===== config.mk =====
export PLATFORM = sky130hd
export DESIGN_NAME = ata_power_cmd
export DESIGN_NICKNAME = d
export VERILOG_FILES = /design/src/design/ata_power_pkg.sv /design/src/design/timeout_decoder.sv /design/src/design/standby_timer.sv /design/src/design/ata_power_cmd.sv
export VERILOG_INCLUDE_DIRS = /design/src /design/src/design
export SDC_FILE = /design/constraint.sdc
export NUM_CORES = 1
export LEC_CHECK = 0
export ABC_AREA = 0
export ABC_CLOCK_PERIOD_IN_PS = 7300
export BUFFER_PORTS_ARGS = -buffer_cell sky130_fd_sc_hd__buf_2
export CAP_MARGIN = 20
export CELL_PAD_IN_SITES_DETAIL_PLACEMENT = 0
export CELL_PAD_IN_SITES_GLOBAL_PLACEMENT = 2
export CORE_MARGIN = 2
export CORE_UTILIZATION = 38
export DETAILED_ROUTE_END_ITERATION = 16
export PLACE_DENSITY = 0.79
export SLEW_MARGIN = 10
export SYNTH_ARGS = -nofsm -noshare
export SYNTH_HDL_FRONTEND = slang
export SYNTH_SLANG_ARGS = --single-unit

===== constraint.sdc =====
create_clock -name clk -period 7.3 [get_ports clk]
set_input_delay 1.095 -clock clk [delete_from_list [all_inputs] [get_ports clk]]
set_output_delay 1.095 -clock clk [all_outputs]
set_load 0.02 [all_outputs]

===== src/design/ata_power_params.svh =====
// Constants for the idle, standby-timer and geometry command block.
`ifndef ATA_POWER_PARAMS_SVH
`define ATA_POWER_PARAMS_SVH

// ****************************************************************
// Command codes
// ****************************************************************
`define CMD_IDLE_A          8'he3
`define CMD_IDLE_B          8'h97
`define CMD_IDLE_NOW_A      8'he1
`define CMD_IDLE_NOW_B      8'h95
`define CMD_GEOMETRY        8'h91

// ****************************************************************
// Register offsets
// ****************************************************************
`define REG_SECTOR_COUNT    4'h2
`define REG_DEVICE_HEAD     4'h6
`define REG_COMMAND         4'h7
`define REG_ERROR           4'h1
`define REG_STATUS          4'h8
`define REG_GEOMETRY        4'h9
`define REG_POWER           4'ha
`define REG_FEATURE_OPT     4'hb
`define REG_IRQ_STATUS      4'hc
`define REG_IRQ_MASK        4'hd

// ****************************************************************
// Field positions and values
// ****************************************************************
`define ERR_ABORT_BIT       2
`define ST_BUSY_BIT         7
`define ST_READY_BIT        6
`define ST_FAULT_BIT        5
`define ST_SEEK_DONE_BIT    4
`define ST_DATA_REQ_BIT     3
`define ST_ERROR_BIT        0
`define DEV_SELECT_BIT      4
`define OPT_KEEP_SETTINGS   8'h66
`define OPT_REVERT_DEFAULTS 8'hcc
`define TIMEOUT_RESERVED    8'hfe
`define TIMEOUT_LINEAR_MAX  8'hf0
`define TIMEOUT_HALFHR_MAX  8'hfb
`define TIMEOUT_21_MIN      8'hfc
`define TIMEOUT_8_HOUR      8'hfd
`define TIMEOUT_21M15S      8'hff
`define IRQ_DONE_BIT        0
`define IRQ_ABORT_BIT       1
`define IRQ_STANDBY_BIT     2

// ****************************************************************
// Timing
// ****************************************************************
`define CLK_HZ              25000000
`define TICK_SEC            1
`define TICK_CYCLES         (`CLK_HZ * `TICK_SEC)
`define LINEAR_STEP_SEC     5
`define HALF_HOUR_SEC       1800
`define SEC_21_MIN          1260
`define SEC_8_HOUR          28800
`define SEC_21M15S          1275
`define SPINUP_CYCLES       16'h0100
`define DEFAULT_SPT         8'h3f
`define DEFAULT_HEADS_M1    4'hf

`endif


===== src/design/ata_power_pkg.sv =====
// Types shared by the idle, standby-timer and geometry command block.
package ata_power_pkg;

  typedef enum logic [3:0] {
    SPIN_STANDBY = 4'h1,
    SPIN_UP      = 4'h2,
    SPIN_IDLE    = 4'h4,
    SPIN_DONE    = 4'h8
  } spin_state_t;

  typedef struct packed {
    logic [3:0] addr;
    logic [7:0] wdata;
    logic       wr;
    logic       rd;
  } host_bus_t;

  typedef struct packed {
    logic [7:0] sectors_per_track;
    logic [3:0] heads_minus_one;
  } geometry_t;

endpackage


===== src/design/timeout_decoder.sv =====
// Turns the standby timeout code into seconds and flags the reserved code.
`timescale 1ns/100ps
`default_nettype none
`include "ata_power_params.svh"

module timeout_decoder (
  // Timeout code
  input  wire logic [7:0]  code,
  // Decoded interval
  output logic      [15:0] seconds,
  output logic             enabled,
  output logic             reserved
);

  always_comb begin
    seconds  = 16'h0000;
    enabled  = (code != 8'h00);
    reserved = (code == `TIMEOUT_RESERVED);
    if (code <= `TIMEOUT_LINEAR_MAX) begin
      seconds = 16'(code) * 16'(`LINEAR_STEP_SEC);
    end else if (code <= `TIMEOUT_HALFHR_MAX) begin
      seconds = 16'(code - `TIMEOUT_LINEAR_MAX) * 16'(`HALF_HOUR_SEC);
    end else begin
      case (code)
        `TIMEOUT_21_MIN: seconds = 16'(`SEC_21_MIN);
        `TIMEOUT_8_HOUR: seconds = 16'(`SEC_8_HOUR);
        `TIMEOUT_21M15S: seconds = 16'(`SEC_21M15S);
        default:         seconds = 16'h0000;
      endcase
    end
  end

endmodule
`default_nettype wire


===== src/design/standby_timer.sv =====
// Seconds countdown that signals expiry of the standby interval.
`timescale 1ns/100ps
`default_nettype none
`include "ata_power_params.svh"

module standby_timer #(
  parameter int unsigned TICK_CYCLES = `TICK_CYCLES
) (
  // Clock and reset
  input  wire logic        clk,
  input  wire logic        rst_b,
  // Control
  input  wire logic        load,
  input  wire logic        enable,
  input  wire logic [15:0] interval,
  // Result
  output logic             expired
);

  typedef struct packed {
    logic [31:0] prescale;
    logic [15:0] remaining;
    logic        running;
    logic        expired;
  } timer_state_t;

  timer_state_t cur;
  timer_state_t next_cur;

  always_comb begin
    next_cur         = cur;
    next_cur.expired = 1'b0;
    if (load) begin
      next_cur.prescale  = 32'h0;
      next_cur.remaining = interval;
      next_cur.running   = enable && (interval != 16'h0000);
    end else if (cur.running) begin
      if (cur.prescale == 32'(TICK_CYCLES - 1)) begin
        next_cur.prescale = 32'h0;
        if (cur.remaining <= 16'h0001) begin
          next_cur.running = 1'b0;
          next_cur.expired = 1'b1;
        end else begin
          next_cur.remaining = cur.remaining - 16'h0001;
        end
      end else begin
        next_cur.prescale = cur.prescale + 32'h1;
      end
    end
  end

  always_ff @(posedge clk) begin
    if (!rst_b) begin
      cur <= '0;
    end else begin
      cur <= next_cur;
    end
  end

  assign expired = cur.expired;

endmodule
`default_nettype wire


===== src/design/ata_power_cmd.sv =====
// Command handler for idle, idle immediate and geometry setup commands.
// Contract
// - Idle command enters idle, loads countdown from sector count, starts it.
// - Entering idle spins up, unless spindle already spinning.
// - Timeout zero disables countdown; nonzero enables with encoded interval.
// - Codes 1-240 mean value times 5 s; 241-251 mean (value-240) half-hours.
// - 252 is 21 min, 253 is 8 h, 255 is 21 min 15 s, 254 aborts.
// - Enabled countdown expiring without host access moves device to standby.
// - Any host access before expiry reloads the full interval.
// - Idle immediate enters idle, spinning up only if not spinning.
// - Idle immediate leaves timeout value and enable untouched.
// - In idle the spindle runs and commands are serviced without spin-up delay.
// - Geometry command stores sectors per track and heads minus one, shown.
// - Geometry persists until new command, power off, or soft reset with revert.
// - Sectors per track zero means zero, never 256.
// - Heads minus one spans 0 to 15; stored as given.
`timescale 1ns/100ps
`default_nettype none
`include "ata_power_params.svh"

module ata_power_cmd #(
  parameter int unsigned TICK_CYCLES = `TICK_CYCLES
) (
  // Clock and reset
  input  wire logic       clk,
  input  wire logic       rst_b,
  // Soft reset from the link
  input  wire logic       soft_reset,
  // Register port
  input  wire logic [3:0] addr,
  input  wire logic [7:0] wdata,
  input  wire logic       wr,
  input  wire logic       rd,
  output logic      [7:0] rdata,
  // Spindle status
  input  wire logic       spindle_at_speed,
  output logic            spindle_run,
  // Identify geometry words
  output logic      [7:0] identify_sectors,
  output logic      [3:0] identify_heads_m1,
  // Interrupt
  output logic            irq
);

  // ****************************************************************
  // State
  // ****************************************************************
  typedef struct packed {
    logic [7:0]                 sector_count;
    logic [7:0]                 device_head;
    logic [7:0]                 feature_opt;
    logic [7:0]                 timeout_code;
    logic [7:0]                 error;
    logic [7:0]                 status;
    ata_power_pkg::geometry_t   geom;
    ata_power_pkg::spin_state_t spin;
    logic [15:0]                spin_count;
    logic [2:0]                 irq_status;
    logic [2:0]                 irq_mask;
    logic                       timer_load;
    logic [7:0]                 rdata;
    logic                       irq;
    logic                       spin_run;
  } cmd_state_t;

  cmd_state_t cur;
  cmd_state_t next_cur;

  logic [15:0] interval;
  logic        timer_on;
  logic        code_reserved;
  logic        expired;
  logic [7:0]  new_code;
  logic        is_cmd;
  logic        host_access;

  function automatic logic [7:0] done_status(input logic failed);
    logic [7:0] s;
    s = 8'h00;
    s[`ST_READY_BIT]     = 1'b1;
    s[`ST_SEEK_DONE_BIT] = 1'b1;
    s[`ST_ERROR_BIT]     = failed;
    return s;
  endfunction

  // The decoder watches the code being written so an abort is known at once.
  assign new_code = (is_cmd && (wdata == `CMD_IDLE_A || wdata == `CMD_IDLE_B))
                    ? cur.sector_count : cur.timeout_code;

  timeout_decoder u_decode (
    .code     (new_code),
    .seconds  (interval),
    .enabled  (timer_on),
    .reserved (code_reserved)
  );

  standby_timer #(
    .TICK_CYCLES (TICK_CYCLES)
  ) u_timer (
    .clk      (clk),
    .rst_b    (rst_b),
    .load     (cur.timer_load),
    .enable   (timer_on),
    .interval (interval),
    .expired  (expired)
  );

  assign is_cmd      = wr && (addr == `REG_COMMAND) && cur.device_head[`DEV_SELECT_BIT] == 1'b0;
  assign host_access = wr || rd;

  // ****************************************************************
  // Next state
  // ****************************************************************
  always_comb begin
    next_cur            = cur;
    next_cur.timer_load = 1'b0;
    next_cur.rdata      = 8'h00;

    // Reads answer one cycle later.
    if (rd) begin
      case (addr)
        `REG_SECTOR_COUNT: next_cur.rdata = cur.sector_count;
        `REG_DEVICE_HEAD:  next_cur.rdata = cur.device_head;
        `REG_ERROR:        next_cur.rdata = cur.error;
        `REG_STATUS:       next_cur.rdata = cur.status;
        `REG_GEOMETRY:     next_cur.rdata = {cur.geom.heads_minus_one, 4'h0};
        `REG_POWER:        next_cur.rdata = {4'h0, cur.spin};
        `REG_FEATURE_OPT:  next_cur.rdata = cur.feature_opt;
        `REG_IRQ_STATUS:   next_cur.rdata = {5'h00, cur.irq_status};
        `REG_IRQ_MASK:     next_cur.rdata = {5'h00, cur.irq_mask};
        default:           next_cur.rdata = 8'h00;
      endcase
    end

    // Host activity restarts the countdown with the programmed interval.
    if (host_access && cur.timeout_code != 8'h00) begin
      next_cur.timer_load = 1'b1;
    end

    // Spindle sequencing.
    case (cur.spin)
      ata_power_pkg::SPIN_UP: begin
        if (spindle_at_speed || cur.spin_count == 16'h0000) begin
          next_cur.spin   = ata_power_pkg::SPIN_IDLE;
          next_cur.status = done_status(cur.error != 8'h00);
        end else begin
          next_cur.spin_count = cur.spin_count - 16'h0001;
        end
      end
      ata_power_pkg::SPIN_IDLE,
      ata_power_pkg::SPIN_DONE,
      ata_power_pkg::SPIN_STANDBY: begin
      end
      default: next_cur.spin = ata_power_pkg::SPIN_STANDBY;
    endcase

    if (expired && !host_access && cur.spin == ata_power_pkg::SPIN_IDLE) begin
      next_cur.spin = ata_power_pkg::SPIN_STANDBY;
      next_cur.irq_status[`IRQ_STANDBY_BIT] = 1'b1;
    end

    if (wr) begin
      case (addr)
        `REG_SECTOR_COUNT: next_cur.sector_count = wdata;
        `REG_DEVICE_HEAD:  next_cur.device_head  = wdata;
        `REG_FEATURE_OPT:  next_cur.feature_opt  = wdata;
        `REG_IRQ_MASK:     next_cur.irq_mask     = wdata[2:0];
        `REG_IRQ_STATUS:   next_cur.irq_status   = cur.irq_status & ~wdata[2:0];
        default: begin
        end
      endcase
    end

    if (is_cmd) begin
      next_cur.error = 8'h00;
      case (wdata)
        `CMD_IDLE_A, `CMD_IDLE_B: begin
          if (code_reserved) begin
            next_cur.error[`ERR_ABORT_BIT] = 1'b1;
            next_cur.status = done_status(1'b1);
            next_cur.irq_status[`IRQ_ABORT_BIT] = 1'b1;
          end else begin
            next_cur.timeout_code = cur.sector_count;
            next_cur.timer_load   = 1'b1;
          end
        end
        `CMD_IDLE_NOW_A, `CMD_IDLE_NOW_B: begin
          // Timeout code is left as is.
        end
        `CMD_GEOMETRY: begin
          next_cur.geom.sectors_per_track = cur.sector_count;
          next_cur.geom.heads_minus_one   = cur.device_head[3:0];
          next_cur.status = done_status(1'b0);
          next_cur.irq_status[`IRQ_DONE_BIT] = 1'b1;
        end
        default: begin
          next_cur.error[`ERR_ABORT_BIT] = 1'b1;
          next_cur.status = done_status(1'b1);
          next_cur.irq_status[`IRQ_ABORT_BIT] = 1'b1;
        end
      endcase
      if ((wdata == `CMD_IDLE_NOW_A || wdata == `CMD_IDLE_NOW_B) ||
          ((wdata == `CMD_IDLE_A || wdata == `CMD_IDLE_B) && !code_reserved)) begin
        next_cur.irq_status[`IRQ_DONE_BIT] = 1'b1;
        if (spindle_at_speed) begin
          next_cur.spin   = ata_power_pkg::SPIN_IDLE;
          next_cur.status = done_status(1'b0);
        end else begin
          next_cur.spin       = ata_power_pkg::SPIN_UP;
          next_cur.spin_count = `SPINUP_CYCLES;
          next_cur.status     = 8'h00;
          next_cur.status[`ST_BUSY_BIT] = 1'b1;
        end
      end
    end

    // Revert to power-on geometry only when the option says so.
    if (soft_reset && cur.feature_opt == `OPT_REVERT_DEFAULTS) begin
      next_cur.geom.sectors_per_track = `DEFAULT_SPT;
      next_cur.geom.heads_minus_one   = `DEFAULT_HEADS_M1;
    end

    next_cur.irq      = |(next_cur.irq_status & next_cur.irq_mask);
    next_cur.spin_run = (next_cur.spin != ata_power_pkg::SPIN_STANDBY);
  end

  // ****************************************************************
  // Registers
  // ****************************************************************
  always_ff @(posedge clk) begin
    if (!rst_b) begin
      cur                         <= '0;
      cur.spin                    <= ata_power_pkg::SPIN_STANDBY;
      cur.status                  <= 8'h50;
      cur.feature_opt             <= `OPT_KEEP_SETTINGS;
      cur.geom.sectors_per_track  <= `DEFAULT_SPT;
      cur.geom.heads_minus_one    <= `DEFAULT_HEADS_M1;
    end else begin
      cur <= next_cur;
    end
  end

  assign rdata             = cur.rdata;
  assign irq               = cur.irq;
  assign spindle_run       = cur.spin_run;
  assign identify_sectors  = cur.geom.sectors_per_track;
  assign identify_heads_m1 = cur.geom.heads_minus_one;

  // ****************************************************************
  // Checks
  // ****************************************************************
  property p_geom_store;
    @(posedge clk) disable iff (!rst_b)
      (is_cmd && wdata == `CMD_GEOMETRY && !soft_reset) |=>
        identify_sectors == $past(cur.sector_count) && identify_heads_m1 == $past(cur.device_head[3:0]);
  endproperty
  a_geom_store: assert property (p_geom_store) else $error("Geometry not stored.");

  property p_abort_reserved;
    @(posedge clk) disable iff (!rst_b)
      (is_cmd && wdata == `CMD_IDLE_A && cur.sector_count == `TIMEOUT_RESERVED) |=>
        cur.error == 8'h04 && cur.status[`ST_ERROR_BIT];
  endproperty
  a_abort_reserved: assert property (p_abort_reserved) else $error("Reserved code not aborted.");

  property p_abort_only;
    @(posedge clk) disable iff (!rst_b)
      cur.error != 8'h00 |-> cur.error == 8'h04 && cur.status[`ST_ERROR_BIT];
  endproperty
  a_abort_only: assert property (p_abort_only) else $error("Error bits other than abort.");

  property p_idle_now_keeps;
    @(posedge clk) disable iff (!rst_b)
      (is_cmd && wdata == `CMD_IDLE_NOW_A) |=> $stable(cur.timeout_code);
  endproperty
  a_idle_now_keeps: assert property (p_idle_now_keeps) else $error("Timeout changed.");

  property p_idle_load;
    @(posedge clk) disable iff (!rst_b)
      (is_cmd && wdata == `CMD_IDLE_B && !code_reserved) |=> cur.timeout_code == $past(cur.sector_count) ##0 cur.timer_load;
  endproperty
  a_idle_load: assert property (p_idle_load) else $error("Idle did not load timer.");

  property p_fast_idle;
    @(posedge clk) disable iff (!rst_b)
      (is_cmd && wdata == `CMD_IDLE_NOW_B && spindle_at_speed) |=> cur.spin == ata_power_pkg::SPIN_IDLE;
  endproperty
  a_fast_idle: assert property (p_fast_idle) else $error("Spin-up not skipped.");

  property p_done_status;
    @(posedge clk) disable iff (!rst_b)
      cur.spin == ata_power_pkg::SPIN_IDLE |-> !cur.status[`ST_BUSY_BIT] && !cur.status[`ST_FAULT_BIT]
        && !cur.status[`ST_DATA_REQ_BIT];
  endproperty
  a_done_status: assert property (p_done_status) else $error("Bad completion status.");

  property p_reload;
    @(posedge clk) disable iff (!rst_b)
      (host_access && cur.timeout_code != 8'h00) |=> cur.timer_load;
  endproperty
  a_reload: assert property (p_reload) else $error("Access did not reload timer.");

  property p_standby;
    @(posedge clk) disable iff (!rst_b)
      (expired && !host_access && cur.spin == ata_power_pkg::SPIN_IDLE && !is_cmd) |=>
        cur.spin == ata_power_pkg::SPIN_STANDBY;
  endproperty
  a_standby: assert property (p_standby) else $error("No standby on expiry.");

  property p_zero_quiet;
    @(posedge clk) disable iff (!rst_b)
      (cur.timeout_code == 8'h00 && !cur.timer_load) |-> !expired;
  endproperty
  a_zero_quiet: assert property (p_zero_quiet) else $error("Countdown ran with zero timeout.");

  property p_now_enters;
    @(posedge clk) disable iff (!rst_b)
      (is_cmd && (wdata == `CMD_IDLE_NOW_A || wdata == `CMD_IDLE_NOW_B)) |=>
        cur.spin_run && (cur.spin == ata_power_pkg::SPIN_IDLE || cur.spin == ata_power_pkg::SPIN_UP);
  endproperty
  a_now_enters: assert property (p_now_enters) else $error("Idle immediate did not enter idle.");

  property p_spin_busy;
    @(posedge clk) disable iff (!rst_b)
      (is_cmd && !spindle_at_speed && (wdata == `CMD_IDLE_NOW_A || (wdata == `CMD_IDLE_A && !code_reserved))) |=>
        cur.spin == ata_power_pkg::SPIN_UP && cur.status[`ST_BUSY_BIT];
  endproperty
  a_spin_busy: assert property (p_spin_busy) else $error("Stopped spindle not spun up.");

  property p_spin_limit;
    @(posedge clk) disable iff (!rst_b)
      (cur.spin == ata_power_pkg::SPIN_UP && cur.spin_count == 16'h0000 && !is_cmd) |=>
        cur.spin == ata_power_pkg::SPIN_IDLE && cur.status[`ST_READY_BIT] && !cur.status[`ST_BUSY_BIT];
  endproperty
  a_spin_limit: assert property (p_spin_limit) else $error("Spin-up did not complete at its limit.");

  property p_revert;
    @(posedge clk) disable iff (!rst_b)
      (soft_reset && cur.feature_opt == `OPT_REVERT_DEFAULTS) |=>
        identify_sectors == `DEFAULT_SPT && identify_heads_m1 == `DEFAULT_HEADS_M1;
  endproperty
  a_revert: assert property (p_revert) else $error("Geometry not reverted on soft reset.");

  property p_geom_zero;
    @(posedge clk) disable iff (!rst_b)
      (is_cmd && wdata == `CMD_GEOMETRY && cur.sector_count == 8'h00 && !soft_reset) |=> identify_sectors == 8'h00;
  endproperty
  a_geom_zero: assert property (p_geom_zero) else $error("Zero sectors per track not kept.");

endmodule
`default_nettype wire


* Yosys cells after proc, flatten, opt, wreduce, memory -nomap -nowiden
Index checks and enable logic that the tools add are counted.
** Storage, ports and cells
- Flip-flop bits (word level) :: 140
- Latch bits :: 0
- RAM bits :: 0
- Bits in read-only memories :: 0
- Input bits :: 18
- Memories :: 0
** Operators by class
- $add $sub $neg :: 4
- Multipliers :: 2
- Divide/modulo/power cells :: 0
- Order comparisons :: 3
- Equality and inequality tests :: 27
- Shift-type cells :: 0
- Mux-type cells :: 42
- Bitwise logic cells :: 8
- Reduce and logical (&&, ||, !) cells :: 37
** Operators by type and width (number)
- $mux W16 :: 6
- $eq A8 B8 Y1 const B :: 10
- $pmux W8 S9 :: 1
- $mux W8 :: 6
- $pmux W15 S3 :: 1
- $mux W40 :: 1
- $mux W18 :: 2
- $add A32 B1 Y32 const B :: 1
- $eq A32 B25 Y1 const B :: 1
- $mux W32 :: 1
- $sub A16 B1 Y16 const B :: 2
- $eq A4 B4 Y1 const B :: 7
- $pmux W8 S3 :: 1
- $mux W20 :: 1
- $mux W17 :: 1
- $le A16 B1 Y1 const B :: 1
- $le A8 B8 Y1 const B :: 2
- $logic_not A16 Y1 :: 1
- $mul A16 B8 Y13 const B :: 1
- $reduce_bool A16 Y1 :: 1
- $reduce_bool A8 Y1 :: 2
- $eq A4 B3 Y1 const B :: 3
- $mux W12 :: 1
- $mul A8 B3 Y11 const B :: 1
- 24 further kinds :: 68

* Longest topological paths before layout
- Depth in word-level cells :: 13
- Mapped depth :: 24

* Hierarchy
From an unflattened synthesis, not the netlist that was laid out.
** Second synthesis, totals
- Cell total of the unflattened synthesis :: 972
- Area, all modules :: 8398.1 um^2
** Modules (own cells, without submodules)
- ata_power_cmd :: times used 1, cells each 494, area each 4377.9 um^2, sequential area each 1801.7 um^2
- standby_timer :: times used 1, cells each 312, area each 2626.3 um^2, sequential area each 1001.0 um^2
- timeout_decoder :: times used 1, cells each 166, area each 1393.8 um^2, sequential area each 0.0 um^2

* Worst setup path after synthesis
Ideal clock, no wire load.
- Kind :: input -> register
- Start :: in addr[3]
- End :: reg u_timer.cur[1] in the netlist's numbering
- Library setup time :: 0.134 ns
- Arrival time :: 5.865 ns
- Required time :: 7.166 ns
- Path slack :: 1.301 ns
- Stages :: 23
- Path buffers :: 2
- Path through :: buf_2 nor2b_2 nand4_4 nor3_4 buf_2 mux2_2 ha_1 inv_1 ha_1 a311o_1 ha_1 inv_1 fa_1 inv_1 ha_1 ha_1 or3_1 nand2_1 nand4b_1 o21bai_1 a21oi_1 nor4_1 a311oi_1
** Between the ends
- Longest elaborated chain between the ends :: 12
** RTL lines
- start: declaration :: RTL line ata_power_cmd.sv:30 : input wire logic [3:0] addr,
- $eq A4 B3 Y1 (no source line) (*)
- $logic_and A1 B1 Y1 (*) (2 in series) :: RTL line ata_power_cmd.sv:108 : assign is_cmd = wr && (addr == `REG_COMMAND) && cur.device_head[`DEV_SELECT_BIT] == 1'b0;
- $logic_and A1 B1 Y1 (*) :: RTL line ata_power_cmd.sv:87 : assign new_code = (is_cmd && (wdata == `CMD_IDLE_A || wdata == `CMD_IDLE_B))
- $mux W8 (*) :: RTL line ata_power_cmd.sv:87
- $sub A8 B8 Y9 (no source line) or $eq A8 B8 Y1 (tied branches)
- $mul A16 B8 Y13 or $pmux W15 S3 (tied branches) :: RTL line timeout_decoder.sv:22, timeout_decoder.sv:24
- $mux W16 :: RTL line timeout_decoder.sv:21 : end else if (code <= `TIMEOUT_HALFHR_MAX) begin
- $mux W16 :: RTL line timeout_decoder.sv:19 : if (code <= `TIMEOUT_LINEAR_MAX) begin
- $reduce_bool A16 Y1 :: RTL line standby_timer.sv:36 : next_cur.running = enable && (interval != 16'h0000);
- $logic_and A1 B1 Y1 (*) :: RTL line standby_timer.sv:36
- $mux W17 (*) :: RTL line standby_timer.sv:33 : if (load) begin
- end signal: assignment :: RTL line standby_timer.sv:56 : cur <= next_cur;
- end: declaration :: RTL line standby_timer.sv:27 : timer_state_t cur;
Every way passes the cells marked *; elsewhere a longest branch is shown, timed or not.
A chain may end at the register's enable or synchronous reset.

* Final worst setup path
- Start :: in wdata[2]
- End :: reg u_timer.cur[1] in the netlist's numbering
** Between the ends
- Longest elaborated chain between the ends :: 11
** RTL lines
- start: declaration :: RTL line ata_power_cmd.sv:31 : input wire logic [7:0] wdata,
- $eq A8 B8 Y1
- $logic_or A1 B1 Y1 (no source line) (*)
- $logic_and A1 B1 Y1 (*) :: RTL line ata_power_cmd.sv:87
- $mux W8 (*) :: RTL line ata_power_cmd.sv:87
- $sub A8 B8 Y9 (no source line) or $eq A8 B8 Y1 (tied branches)
- $mul A16 B8 Y13 or $pmux W15 S3 (tied branches) :: RTL line timeout_decoder.sv:22, timeout_decoder.sv:24
- $mux W16 :: RTL line timeout_decoder.sv:21
- $mux W16 :: RTL line timeout_decoder.sv:19
- $reduce_bool A16 Y1 :: RTL line standby_timer.sv:36
- $logic_and A1 B1 Y1 (*) :: RTL line standby_timer.sv:36
- $mux W17 (*) :: RTL line standby_timer.sv:33
Marked as above.

==> results by group <==
Place
  – Placed inst area: 0.00842 mm^2
  – GPL Wtd Cong: 0.860
  – Hpwl dp: 15900 um
  – Dpl ws: 0.827 ns
  – Port bufs: 39

Synthesis
  – Synth Cell Area: 0.00810 mm^2
  – Biggest area consumer among synthesized cells: dfxtp_1
  – Largest family of logic cells by synthesized area: simple AND/OR/NAND/NOR gates
  – Post-synthesis cell type count: 71
  – Synth top area cells: dfxtp_1 (35%), nor2_1 (6.5%), ha_1 (6.2%)
  – Ys flop type: dfxtp_1
  – Post-synthesis sequential area ratio: 34.6%
  – Seq cells post-synth: 140
  – Asr flop ratio synth: 0%
  – Ys Warns: 0
  – Mapped Nets: 1043
  – Area share of and/or/nand/nor cells after synthesis: 25.0%
  – Compound-Gate Fraction of Synth Area: 12.7%
  – Proportion of synthesized area in mux cells: 6.01%
  – Post-synth EDFFs: 0
  – Adder-cell share of the synthesized area: 7.66%
  – XOR/XNOR share of the synthesized area: 8.22%
  – Syn Area/Cell: 8.27 um^2
  – Cell count after synthesis: 979
  – Post-synth top area share: 34.6%

STA
  – Fmax: 165 MHz
  – Final Hold Viols: 0
  – Minimum clock period: 6.06 ns
  – Hold WS: 0.435 ns
  – Final setup fails: 0
  – Tcrit/Tclk final: 83.0%
  – Worst-Margin Slew: 1.13 ns
  – Slew Viols, Final: 0
  – Final Worst Setup Slack: 1.24 ns
  – RSZ-0062 raised after global routing: false
  – Clock skew: 0.0121 ns
  – Rel. slew slack: 24.4%
  – Post-Route Setup TNS: 0 ns

Route
  – Routed WL per cell: 16.9 um
  – First-pass iteration count of the detailed router: 5
  – ANT nets after route: 0
  – Via density: 5.28
  – Drc violations: 0
  – Number of DRC markers in iteration 0: 403
  – WL final: 21600 um
  – Vias: 6752

Layout
  – Net count, final: 1054
  – Layout cells sized above 1: 11.2%
  – # fillers: 2176
  – Area Overhead vs Synth: 11.3%
  – Design area: 0.00902 mm^2

Worst setup path
  – Slowest-stage cell, CP: nor3_4
  – CP Max Fanout: 12
  – Slowest Stage Delay on Critical Path: 0.53 ns
  – Startpoint types: input pin
  – Delay-heaviest family, CP: simple AND/OR/NAND/NOR gates
  – WS Path Type: in -> reg
  – Worst path bufs/invs: 3
  – Setup crit start: wdata[2]
  – Worst r2r src: cur[85]
  – Arr. time, crit path: 6.33 ns
  – Top cell by count, worst path: ha_1
  – CP required: 7.56 ns
  – Crit end category: flip-flop
  – Cell Chain, Critical Path: buf_2 -> and4bb_1 -> o21ai_4 -> nor3_4 -> mux2_4 -> inv_2 -> ha_1 -> inv_1 -> ha_1 -> or3_1 -> ha_1 -> fa_1 -> ha_1 -> ha_1 -> a21oi_1 -> nor2b_1 -> or3_1 -> nand2_1 -> nand4b_1 -> o21bai_1 -> a21oi_1 -> nor4_1 -> a311oi_1

Power
  – Static leakage: 3.74 nW
  – Max VDD drop: 149 uV
  – Power Density: 184 mW/mm^2

Flow run
  – # Max-Cap Violations: 0

Clocking
  – Clock transition at the registers of the reported paths: 0.06 ns
  – # resized after CTS: 0
  – Longest Clk Path Bufs: 2
  – CTS tree: yes
  – TritonCTS Buffers: 17
  – Hold-fix buffers at CTS: 0
  – Clk root buf: clkbuf_16
  – Htree depth: 4
  – Clock Latency Late Sink: 0.42 ns
  – Post-CTS setup repair buffer count: 0
  – Sink Count: 140

Global route
  – First-pass GRT wire length: 35400 um
  – Largest net degree at the start of global routing: 55
  – Total global routing overflow: 0
  – Gr usage total: 20.0%
  – Vias in the first global route: 6637
  – Number of antenna violations at the first check in global routing: 1

Floorplanning
  – Core Box Area: 0.0210 mm^2
  – Die Wd: 150 um
  – Ports: 40
  – Chip height: 150 um
  – Starting Density: 38.6%
  – Core Rows: 53
  – Die ar.: 0.0225 mm^2

Worst hold path
  – HP Class: reg -> reg
  – Hold Path Origin: cur[51]

Run status
  – Outcome: complete, no violations
## flip-flops by register name, summed over array words and instances (netlist names)
| register | flops |
|---|---|
| cur | 68 |
| identify_heads_m1 | 4 |
| identify_sectors | 8 |
| irq | 1 |
| rdata | 8 |
| spindle_run | 1 |
| u_timer.cur | 49 |
| u_timer.expired | 1 |
## power breakdown
group	leakage [nW]	switching (mW)	internal [mW]	total, mW
sequential	1.13	0.00343	0.767	0.770
combinational	2.34	0.0449	0.0184	0.0633
clock	0.267	0.336	0.493	0.829
## kinds of logic (layout without fill, tap and decap cells)
kind of cell / Yosys count / after routing
buffers and inverters: 103 / 126
AND/OR/NAND/NOR: 408 / 408
multiplexers: 47 / 47
flip-flops: 140 / 140
AO/OA/AOI/OAI: 159 / 159
other: 0 / 1
XOR/XNOR: 76 / 76
adder cells (fa/ha/maj): 46 / 46
## placed cells by master, fill, tap and decap left out, drive strengths merged, types with 3 or more instances in the layout
master    instances
xor2             40
buf              52
mux2              7
and3              7
a22o              5
and4bb            3
nor2b            10
o21a              4
or3              13
a31oi             9
dfxtp           140
inv              41
or4               6
nor3b             3
nor4             18
a21o              4
clkinv            6
o21ai            33
or2               3
a311oi            4
a211oi           10
xnor2            36
nor4b             3
o211ai            4
nand4            14
mux2i            40
nor2            140
nand2            98
ha               40
and4              3
nand3            46
nand2b            9
nor3             26
a221oi            7
fa                6
clkinvlp          4
a21oi            52
clkbuf           22
a22oi             8
## final timing paths
| kind | depth (start not counted) | end | slack [ns] |
|---|---|---|---|
| setup / recovery | 23 | u_timer.cur[1] | 1.24 |
| hold / removal | 2 | cur[51] | 0.44 |
| setup reg to reg | 22 | u_timer.cur[1] | 1.77 |
| hold reg to reg | 2 | cur[51] | 0.44 |
## stage by stage
step | instances | power, mW | utilization, %
floorplan | 979 | 0.824 | -
global placement | 1244 | 0.849 | 40.2
detailed placement | 1244 | 0.848 | 40.2
CTS | 1275 | 1.68 | 42.9
global route | 1277 | 1.72 | 43.0
finish | 1278 | 1.66 | 43.0
## layout make-up
type	count	area [um^2]	area share, %
inverters	42	158	1.75
clock inverters	10	92.6	1.03
well taps	275	344	3.82
multi-input cells	736	4830	53.6
flip-flops and latches	140	2800	31.1
diodes	1	2.50	0.0278
clock buffers	21	470	5.22
repair buffers	53	318	3.52
## worst register-to-register path, stage by stage (launching register included)
cell and delay (ns):
dfxtp_1 0.34, nor2b_1 0.25, nand4_4 0.24, nor3_4 0.53
mux2_4 0.38, inv_2 0.14, ha_1 0.15, inv_1 0.07
ha_1 0.17, or3_1 0.37, ha_1 0.30, fa_1 0.46
ha_1 0.32, ha_1 0.29, a21oi_1 0.14, nor2b_1 0.06
or3_1 0.30, nand2_1 0.09, nand4b_1 0.10, o21bai_1 0.15
a21oi_1 0.08, nor4_1 0.32, a311oi_1 0.14
## layer usage
layer | part of all wire [%] | routed length (um) | vias up | global-route usage [%]
met3 | 4.0 | 869 | 24 | 3.29
met2 | 46 | 9980 | 128 | 32.3
met5 | 0 | 0 | - | 0
met4 | 1.7 | 361 | 0 | 6.23
li1 | - | - | 3432 | -
met1 | 48 | 10400 | 3168 | 27.3
## cells in the mapped netlist, types with 3 or more instances
cell type  number
mux2i_1        40
nor2_1        140
nor4_1         16
nand2b_1        9
or3_1          13
and3_1          7
inv_1          39
nor2b_1         9
a211oi_1       10
fa_1            6
o21ai_0        32
nand2_1        98
xnor2_1        36
ha_1           40
a311oi_1        4
nor3_1         23
clkbuf_1       35
nor3b_1         3
o21a_1          4
nand3_1        45
nand4_1        12
a21oi_1        52
a221oi_1        7
dfxtp_1       140
a22oi_1         8
xor2_1         40
and4_1          3
a21o_1          4
buf_4          20
or2_2           3
or4_1           5
o211ai_1        4
buf_2           4
a22o_1          5
a31oi_1         8
mux2_2          5
Power figures use the tool's default switching activity.
